File: src/core/hpcr_pkg.sv
// Package for the hub port configuration register slice.
// Assumes a single 100 MHz core clock and a plain byte-wide register port.
package hpcr_pkg;
	localparam int NUM_PORTS = 4;
	localparam logic [7:0] CFG_OFFSET = 8'h08;
	localparam logic [7:0] FIXED_OFFSET = 8'h09;
	localparam logic [7:0] OFF_OFFSET = 8'h0a;
	localparam logic [7:0] STATUS_OFFSET = 8'h10;
	localparam logic [7:0] MAP_OFFSET = 8'h11;
	localparam int RENUM_BIT = 3;
	localparam int IND_LO = 1;
	localparam int STRING_BIT = 0;
	localparam logic [1:0] IND_SPEED = 2'h1;
	localparam logic [7:0] CFG_RESET = 8'h00;
	localparam logic [7:0] MASK_RESET = 8'h00;
	localparam logic [7:0] CFG_WMASK = 8'h0f;
	localparam logic [7:0] PORT_WMASK = 8'h1e;
	localparam logic [7:0] ZERO_BYTE = 8'h00;
	localparam logic [2:0] ZERO_COUNT = 3'h0;
endpackage : hpcr_pkg

File: src/core/hpcr_cfg_if.sv
// Interface carrying the stored settings into the port mapping logic.
// Assumes both ends share the core clock domain.
`timescale 1ns/1ns
interface hpcr_cfg_if;
	logic renumber;
	logic [4:1] off_bits;
	logic [3:0] logical_port;
	logic [2:0] active_count;
	modport src (output renumber, output off_bits, input logical_port, input active_count);
	modport map (input renumber, input off_bits, output logical_port, output active_count);
endinterface : hpcr_cfg_if

File: src/core/hpcr_port_map.sv
// Combinational logical port valid map and enabled port count; the renumber setting is not used here.
// Assumes settings are stable registers in the core clock domain.
`timescale 1ns/1ns
module hpcr_port_map (
	// Settings in, map out.
	hpcr_cfg_if.map cfg
);
	always_comb begin
		logic [2:0] cnt;
		cnt = 3'h0;
		cfg.logical_port = 4'h0;
		for (int i = 1; i <= hpcr_pkg::NUM_PORTS; i++) begin
			if (!cfg.off_bits[i]) begin
				cnt = cnt + 3'h1;
				cfg.logical_port[i - 1] = 1'b1;
			end
		end
		cfg.active_count = cnt;
	end
endmodule : hpcr_port_map

File: src/core/hpcr_top.sv
// Top of the hub port configuration register slice.
// Assumes synchronous inputs on core_clk and a loader that writes before enumeration.
//
// Strobed register access was decided locally.
`timescale 1ns/1ns
module hpcr_top (
	// Clock and reset.
	input wire logic core_clk,
	input wire logic rst_n,
	// Register port.
	input wire logic [7:0] reg_addr,
	input wire logic [7:0] reg_wdata,
	input wire logic reg_wr,
	input wire logic reg_rd,
	output logic [7:0] reg_rdata,
	// Operating context.
	input wire logic use_default_cfg,
	input wire logic self_powered,
	input wire logic [1:0] fixed_attach_strap_pins,
	// Effects seen by the host side.
	output logic port_renumber_select,
	output logic [1:0] indicator_mode_select,
	output logic indicator_support,
	output logic string_enable,
	output logic [4:1] fixed_attach_ports,
	output logic [4:1] port_disabled,
	output logic [2:0] enabled_port_count,
	output logic [3:0] logical_port_valid
);
	////////////////////////////////////////////////////////////////////////////
	logic [7:0] cfg_byte, next_cfg_byte;
	logic [7:0] fixed_attach_bits, next_fixed_attach_bits;
	logic [7:0] self_powered_port_off_bits, next_self_powered_port_off_bits;
	logic [7:0] next_reg_rdata;
	logic [4:1] eff_fixed, eff_off;
	logic [4:1] next_fixed_out, next_off_out;
	logic [2:0] next_count;
	logic [3:0] next_valid;
	hpcr_cfg_if cfg_link ();

	hpcr_port_map u_map (
		.cfg(cfg_link.map)
	);

	////////////////////////////////////////////////////////////////////////////
	// Register writes; reserved bits are never stored.
	always_comb begin
		next_cfg_byte = cfg_byte;
		next_fixed_attach_bits = fixed_attach_bits;
		next_self_powered_port_off_bits = self_powered_port_off_bits;
		if (reg_wr) begin
			unique case (reg_addr)
				hpcr_pkg::CFG_OFFSET: begin
					next_cfg_byte = reg_wdata & hpcr_pkg::CFG_WMASK;
				end
				hpcr_pkg::FIXED_OFFSET: begin
					next_fixed_attach_bits = reg_wdata & hpcr_pkg::PORT_WMASK;
				end
				hpcr_pkg::OFF_OFFSET: begin
					next_self_powered_port_off_bits = reg_wdata & hpcr_pkg::PORT_WMASK;
				end
				default: begin
				end
			endcase
		end
	end

	// Read data, valid in the cycle after the strobe; unmapped reads return zero.
	always_comb begin
		next_reg_rdata = hpcr_pkg::ZERO_BYTE;
		if (reg_rd) begin
			unique case (reg_addr)
				hpcr_pkg::CFG_OFFSET: next_reg_rdata = cfg_byte;
				hpcr_pkg::FIXED_OFFSET: next_reg_rdata = fixed_attach_bits;
				hpcr_pkg::OFF_OFFSET: next_reg_rdata = self_powered_port_off_bits;
				hpcr_pkg::STATUS_OFFSET: next_reg_rdata = {1'b0, enabled_port_count, port_disabled};
				hpcr_pkg::MAP_OFFSET: next_reg_rdata = {logical_port_valid, fixed_attach_ports};
				default: next_reg_rdata = hpcr_pkg::ZERO_BYTE;
			endcase
		end
	end

	////////////////////////////////////////////////////////////////////////////
	// Effective port settings derived from the stored bytes; fixed-attach ports 2..1 come from the strap pins when use_default_cfg is set.
	always_comb begin
		if (use_default_cfg) begin
			eff_fixed = {2'b00, fixed_attach_strap_pins};
		end else begin
			eff_fixed = fixed_attach_bits[4:1];
		end
		if (self_powered && !cfg_byte[hpcr_pkg::RENUM_BIT]) begin
			eff_off = self_powered_port_off_bits[4:1];
		end else begin
			eff_off = 4'h0;
		end
		cfg_link.renumber = cfg_byte[hpcr_pkg::RENUM_BIT];
		cfg_link.off_bits = eff_off;
		next_off_out = eff_off;
		next_fixed_out = eff_fixed & ~eff_off;
		next_count = cfg_link.active_count;
		next_valid = cfg_link.logical_port;
	end

	////////////////////////////////////////////////////////////////////////////
	always_ff @(posedge core_clk or negedge rst_n) begin
		if (!rst_n) begin
			cfg_byte <= hpcr_pkg::CFG_RESET;
			fixed_attach_bits <= hpcr_pkg::MASK_RESET;
			self_powered_port_off_bits <= hpcr_pkg::MASK_RESET;
			reg_rdata <= hpcr_pkg::ZERO_BYTE;
			port_renumber_select <= 1'b0;
			indicator_mode_select <= 2'b00;
			indicator_support <= 1'b0;
			string_enable <= 1'b0;
			fixed_attach_ports <= 4'h0;
			port_disabled <= 4'h0;
			enabled_port_count <= hpcr_pkg::ZERO_COUNT;
			logical_port_valid <= 4'h0;
		end else begin
			cfg_byte <= next_cfg_byte;
			fixed_attach_bits <= next_fixed_attach_bits;
			self_powered_port_off_bits <= next_self_powered_port_off_bits;
			reg_rdata <= next_reg_rdata;
			port_renumber_select <= next_cfg_byte[hpcr_pkg::RENUM_BIT];
			indicator_mode_select <= next_cfg_byte[hpcr_pkg::IND_LO +: 2];
			indicator_support <= (next_cfg_byte[hpcr_pkg::IND_LO +: 2] != hpcr_pkg::IND_SPEED);
			string_enable <= next_cfg_byte[hpcr_pkg::STRING_BIT];
			fixed_attach_ports <= next_fixed_out;
			port_disabled <= next_off_out;
			enabled_port_count <= next_count;
			logical_port_valid <= next_valid;
		end
	end
endmodule : hpcr_top

File: config.mk
export PLATFORM = sky130hd
export DESIGN_NAME = hpcr_top
export DESIGN_NICKNAME = d
export VERILOG_FILES = /design/src/core/hpcr_pkg.sv /design/src/core/hpcr_cfg_if.sv /design/src/core/hpcr_port_map.sv /design/src/core/hpcr_top.sv
export SDC_FILE = /design/constraint.sdc
export NUM_CORES = 1
export LEC_CHECK = 0
export ABC_AREA = 1
export BUFFER_PORTS_ARGS = -buffer_cell sky130_fd_sc_hd__buf_2
export CELL_PAD_IN_SITES_DETAIL_PLACEMENT = 2
export CELL_PAD_IN_SITES_GLOBAL_PLACEMENT = 2
export CORE_MARGIN = 2
export CORE_UTILIZATION = 32
export DETAILED_ROUTE_END_ITERATION = 6
export GPL_ROUTABILITY_DRIVEN = 0
export PLACE_DENSITY = 0.87
export SLEW_MARGIN = 20
export SYNTH_ARGS = -nofsm -noshare
export SYNTH_HDL_FRONTEND = slang
export SYNTH_SLANG_ARGS = --single-unit
File: constraint.sdc
create_clock -name core_clk -period 3.55 [get_ports core_clk]
set_clock_uncertainty 0.1 [all_clocks]
set_input_delay 0.355 -clock core_clk [delete_from_list [all_inputs] [get_ports core_clk]]
set_output_delay 0.355 -clock core_clk [all_outputs]
set_load 0.03 [all_outputs]
==> metrics.txt, run 1 <==
outcome=finished, final reports clean; # diodes=0; YS warnings=0; placed cell areas=around 2100 µm²; Fill cells=650; first-pass GRT wire length=8920 µm; pwr dens=about 380 nW/µm²; fraction of layout instances using a drive strength above 1=0.354; commonest non-fill, non-tap cell in the layout=buf_2; Clock Power Share=0.372; RSZ-0062 raised after global routing=false; Die Width=78.6 µm; worst IR drop on VDD=around 160 µV; post-synth cell types=22; r2r startpoint=cfg_byte[3]$_DFFE_PN0P_; postcts setup bufs=0; post-synthesis sequential area ratio=0.505; initial cell density of the core=0.328; top-area cell type share of the netlist area=0.505; Hold WC Path Type=in2async; IO buf count=48; worst slew pin tran=roughly 0.83 ns; Core Rows=27; area leader, netlist=dfrtp_1; Setup Crit Path Kind=reg2reg; total gr overflow=0; Layout Nets=around 270; Crit path required time=3.64 ns; total track usage=0.192; Tmin final=about 2.2 ns; leakage=~1.2 nW; Avg Synthesized Cell Area=9.29 µm²; Area Overhead vs Synth=22.1%; CP most frequent cell=nand2_1; dpl hpwl=approximately 4100 µm; syn nets=219; drt wl/cell=16.3 µm; total negative setup slack=0 ns; Internal=slightly above 0.6 mW; max cap viols=0; crit share post-route=0.631; Worst-path clk slew=approximately 0.070 ns; H-tree depth=2; total wire length=5190 µm; vias in the first global route=1667; CTS tree=yes; CTS Buffer Depth=2; Psw=approximately 0.23 mW; # clock sinks=36; vias=1449; Die ar.=6190 µm²; Slew Limit Fails=0; sequential share of power=0.516; FF-to-FF path depth=11; largest net degree at the start of global routing=37; CP endpoint kind=flop; CTS resizes=0; Worst setup SP type=flop; DR iter-0 viols=54; CTS buffer count=5; top post-synthesis cells by area=dfrtp_1, nand3_1, nand2_1; Sw Share=0.274; Synth Instances=192; max frequency=between 0.4 and 0.5 GHz; Crit Path Max Fanout=5; Core Region=5440 µm²; Synth Cell Area=1780 µm²; Die H=around 79 µm; vias per cell=4.56; antenna-violating nets left=0; final setup vio count=0; most frequent cells in the layout=buf_2, dfrtp_1, nand2_1; Worst-Skew Late Latency=0.30 ns; CP arrival=2.33 ns; design area=2180 µm²; worst r2r dst=enabled_port_count[1]$_DFF_PN0_; Final Hold Fails=0; CTS hold repair buffers=0; slowest CP cell=dfrtp_1; slew margin rel.=0.445; number of synthesized register bits=36; combinational cell fraction of total power=0.111; I/O pin cnt=52; Largest stage delay, worst path=0.39 ns; initial antenna violation count=0; multi-input logic area=728 µm²; Initial DRT Pass Iterations=4; crit-path cells=inv_2, nand2_1, nor2_1, inv_1, ha_1, or2_0, nand2_1, inv_1, ha_1, nand2_1, nand2_1; R2R setup slack=1.31 ns; Remaining DRCs=0; root buf cell=clkbuf_8; Storage cell area=around 900 µm²
==> worst max-delay path: cells and delay by family, from the launching register on <==
family	cells	cell delay [ns]
buffers and inverters	3	0.29
adders and majority gates	2	0.60
DFF	1	0.39
and+or+nand+nor	6	0.73
==> how the worst max path moves through the flow <==
stage,slack [ns],endpoint,from,cells after the start
2_1_floorplan,1.42,enabled_port_count[1]$_DFF_PN0_,cfg_byte[3]$_DFFE_PN0P_,11
3_3_place_gp,1.44,enabled_port_count[1]$_DFF_PN0_,cfg_byte[3]$_DFFE_PN0P_,11
3_5_place_dp,1.29,enabled_port_count[1]$_DFF_PN0_,cfg_byte[3]$_DFFE_PN0P_,11
4_1_cts,1.29,enabled_port_count[1]$_DFF_PN0_,cfg_byte[3]$_DFFE_PN0P_,11
5_1_grt,1.14,enabled_port_count[1]$_DFF_PN0_,cfg_byte[3]$_DFFE_PN0P_,11
6_report,1.31,enabled_port_count[1]$_DFF_PN0_,cfg_byte[3]$_DFFE_PN0P_,11
==> layer usage <==
layer  vias to the layer above  wire length [µm]  GRT usage
met4                         0                72     0.0579
met5                         -                 0          0
met2                        28              2670      0.341
li1                        705                 -          -
met1                       709              2290      0.236
met3                         7               146     0.0356
==> cells by family after synthesis <==
kind of cell	count (synthesis)	synth area share
flops	36	0.505
fa+ha+maj	3	0.0211
simple gates	96	0.318
buf+inv	36	0.0863
xor+xnor	2	0.00983
compound gates	19	0.0596
==> through the flow <==
step	std cells	setup slack, ns	total power [mW]	hold WS [ns]	util
after floorplan	192	1.42	0.490	-0.0406	-
after global placement	310	1.44	0.528	0.378	0.384
after detailed placement	310	1.29	0.533	0.401	0.384
after CTS	318	1.29	0.837	0.0886	0.400
after global routing	318	1.14	0.866	0.119	0.400
final	318	1.31	0.834	0.0540	0.400
==> synthesized netlist by cell type (all sizes together) <==
cell type	number
or2	1
inv	34
a21oi	2
nand3	33
xor2	2
nand2	41
buf	2
nor2	20
ha	3
dfrtp	36
nand4	1
o21ai	17
==> registers in the layout, summed over array words and instances (netlist names) <==
| register | cells |
|---|---|
| indicator_mode_select | 1 |
| fixed_attach_ports | 4 |
| port_disabled | 4 |
| indicator_support | 1 |
| cfg_byte | 3 |
| self_powered_port_off_bits | 4 |
| logical_port_valid | 4 |
| fixed_attach_bits | 4 |
| enabled_port_count | 3 |
| reg_rdata | 8 |
==> power by group through the flow <==
| stage | Clock (mW) | Sequential, mW | Combinational (mW) |
|---|---|---|---|
| after floorplan | 0 | 0.449 | 0.0401 |
| after global placement | 0 | 0.438 | 0.0897 |
| after detailed placement | 0 | 0.439 | 0.0944 |
| after CTS | 0.311 | 0.431 | 0.0949 |
| after global routing | 0.330 | 0.432 | 0.104 |
| final | 0.310 | 0.431 | 0.0930 |
==> layout make-up <==
| class | instances | share of cell area |
|---|---|---|
| tap | 72 | 0.0414 |
| timing repair buffer | 48 | 0.110 |
| inverter | 34 | 0.0586 |
| multi-input combinational | 120 | 0.334 |
| clock buffer | 8 | 0.0414 |
| sequential | 36 | 0.414 |
(Power assumes the default switching activity.)
==> inputs of run 2 (changes only) <==
- ABC_AREA: 1 -> 0
- CORE_UTILIZATION: 32 -> 29
- PLACE_DENSITY: 0.87 -> 0.79
- clock period: 3.55 -> 1.8 ns (I/O delays scaled with it)
==> run 2 against run 1 <==
Against the previous run: the flow now finishes with violations (setup timing); fmax is 13% higher; largest cell class unchanged; critical path type unchanged; highest routed layer unchanged; routed wire length is 8.9% lower; synthesized cell count is 36% lower; cell count down 17%; synthesized area is 11% lower.
==> metrics.txt, run 2 <==
Die H=78.1 µm (-0.68%); RSZ-0062 raised after global routing=true; YS warnings=0 (unchanged); slew margin rel.=0.693 (+0.248); Crit Path Max Fanout=5 (unchanged); top-area cell type share of the netlist area=0.566 (+0.0603); vias=1245 (-14%); max reg flops=8 (unchanged); Initial DRT Pass Iterations=4 (unchanged); Post-synth EDFFs=0 (unchanged); Setup Crit Path Kind=reg2reg; final worst slack=-0.177 ns (-1.49 ns); worst IR drop on VDD=382 µV (+140%); post-synth cell types=27 (+23%); syn nets=150 (-32%); Crit path required time=1.87 ns (-1.77 ns); Slew Limit Fails=0 (unchanged); Avg Synthesized Cell Area=12.9 µm² (+39%); Synth Instances=123 (-36%); Reg with most FFs=reg_rdata; placed cell areas=2030 µm² (-2.6%); CTS Buffer Depth=2 (unchanged); crit share post-route=1.10 (+0.468); CTS tree=yes; commonest non-fill, non-tap cell in the layout=buf_2; asr flop ratio synth=1.00 (unchanged); worst slew pin tran=0.460 ns (-0.372 ns); design area=2170 µm² (-0.40%); Final Hold Fails=0 (unchanged); vias in the first global route=1479 (-11%); count leader, synth=dfrtp_1; Die ar.=6100 µm² (-1.4%); # diodes=0 (unchanged); dpl hpwl=3600 µm (-11%); initial cell density of the core=0.306 (-0.0218); largest net degree at the start of global routing=37 (unchanged); H-tree depth=2 (unchanged); Tot Pwr=1.68 mW (+100%); root buf cell=clkbuf_8; Tmin final=1.98 ns (-0.262 ns); post-synthesis sequential area ratio=0.566 (+0.0603); vias per cell=4.73 (+3.9%); outcome=finished, violations left; Post-Layout Cell Count=263 (-17%); Die Width=78.1 µm (-0.68%); I/O pin cnt=52 (unchanged); total track usage=0.159 (-0.0335); Placed Cells=252 (-19%); Layout Nets=219 (-19%); Post-synth top cells=dfrtp_1, mux2_2, nor2_1; Synth Cell Area=1590 µm² (-11%); Area Overhead vs Synth=36.1%; DR iter-0 viols=30 (-44%); CP endpoint kind=flop; IO buf count=48 (unchanged); Core Rows=26 (-3.7%); top post-synthesis cells by area=dfrtp_1, mux2_2, mux2_4; failing checks=setup timing; total gr overflow=0 (unchanged); leakage=1.12 nW (-5.6%); area leader, netlist=dfrtp_1; total negative setup slack=-0.198 ns (-0.198 ns); initial antenna violation count=0 (unchanged); first-pass GRT wire length=7460 µm (-16%); final setup vio count=2 (+2); Core Region=5200 µm² (-4.3%); Worst setup SP type=flop; number of synthesized register bits=36 (unchanged); max frequency=0.506 GHz (+13%); Hold WC Path Type=in2reg; # clock sinks=36 (unchanged); CP arrival=2.05 ns (-0.28 ns); Remaining DRCs=0 (unchanged); most frequent cells in the layout=buf_2, dfrtp_1, buf_4; drt wl/cell=18.0 µm (+10%); fraction of layout instances using a drive strength above 1=0.528 (+0.175); Worst-path clk slew=0.07 ns (about the same); CTS buffer count=5 (unchanged); Worst-Skew Late Latency=0.28 ns (-0.02 ns); leading register cell type out of synthesis=dfrtp_1; pwr dens=775 nW/µm² (+100%); WHS=0.0308 ns (-0.0232 ns); max cap viols=0 (unchanged); antenna-violating nets left=0 (unchanged); total wire length=4720 µm (-8.9%)
-- run 2: cell types whose count changed after synthesis, moves of 7 or more --
cell / before / now
nand2_1: 33 / 8
mux2_2: 0 / 14
o21ai_1: 7 / 0
o21ai_0: 7 / 0
inv_1: 26 / 5
nand3_1: 28 / 4
inv_2: 8 / 0
-- run 2: power breakdown --
part / internal [mW] / total (mW) / switching (mW)
clock network: 0.305 / 0.587 / 0.282
logic: 0.0924 / 0.230 / 0.138
registers: 0.839 / 0.862 / 0.0228
total: 1.24 / 1.68 / 0.443
-- run 2: routing by layer --
layer | vias up | part of all wire | GRT usage
li1 | 569 | - | -
met4 | 0 | 0.0085 | 0.0368
met2 | 33 | 0.53 | 0.296
met3 | 6 | 0.047 | 0.0448
met1 | 637 | 0.42 | 0.178
met5 | - | 0 | 0
-- run 2: logic make-up after synthesis --
kind of cell / after synthesis / synth area share
flip-flops: 36 / 0.566
adder cells (fa/ha/maj): 3 / 0.0236
AO/OA/AOI/OAI: 14 / 0.0621
multiplexers: 23 / 0.168
buffers and inverters: 6 / 0.0141
AND/OR/NAND/NOR: 37 / 0.145
XOR/XNOR: 4 / 0.0220
-- run 2: final timing paths --
| check | startpoint | cells after the start | slack, ns | end |
|---|---|---|---|---|
| max | cfg_byte[3]$_DFFE_PN0P_ | 6 | -0.18 | enabled_port_count[1]$_DFF_PN0_ |
| min | reg_wdata[0] | 2 | 0.03 | cfg_byte[0]$_DFFE_PN0P_ |
| max reg2reg | cfg_byte[3]$_DFFE_PN0P_ | 6 | -0.18 | enabled_port_count[1]$_DFF_PN0_ |
| min reg2reg | logical_port_valid[1]$_DFF_PN0_ | 2 | 0.44 | reg_rdata[5]$_DFF_PN0_ |
| max in group asynchronous | rst_n | 3 | 0.88 | cfg_byte[3]$_DFFE_PN0P_ |
| min in group asynchronous | rst_n | 3 | 0.37 | fixed_attach_bits[2]$_DFFE_PN0P_ |
-- run 2: critical path: stages (launching register included) --
cell and delay [ns]:
dfrtp_2 0.44, buf_4 0.16, nand3b_1 0.34, nor2_2 0.19, a21oi_2 0.06, ha_1 0.30
mux2_4 0.27
-- run 2: metrics by stage --
| step | setup slack (ns) | utilization |
|---|---|---|
| 3_3_place_gp | -0.102 | 0.391 |
| 5_1_grt | -0.211 | 0.417 |
| 2_1_floorplan | -0.187 | - |
| 4_1_cts | -0.155 | 0.413 |
| 3_5_place_dp | -0.200 | 0.391 |
| 6_report | -0.177 | 0.417 |
-- run 2: what timing repair did --
item,4_1_cts,5_1_grt
hold buffers,1,0
buffers inserted,1,1
gates resized for setup,2,3
setup endpoints to repair,2,2
pin swaps,1,0
hold endpoints to repair,36,0
-- run 2: area by class of cell --
type / count / area [µm²]
well taps: 70 / 87.6
clock buffers: 6 / 82.6
inverters: 5 / 18.8
fillers: 560 / 3040
flip-flops and latches: 36 / 902
repair buffers: 63 / 355
clock inverters: 2 / 10.0
multi-input cells: 81 / 712
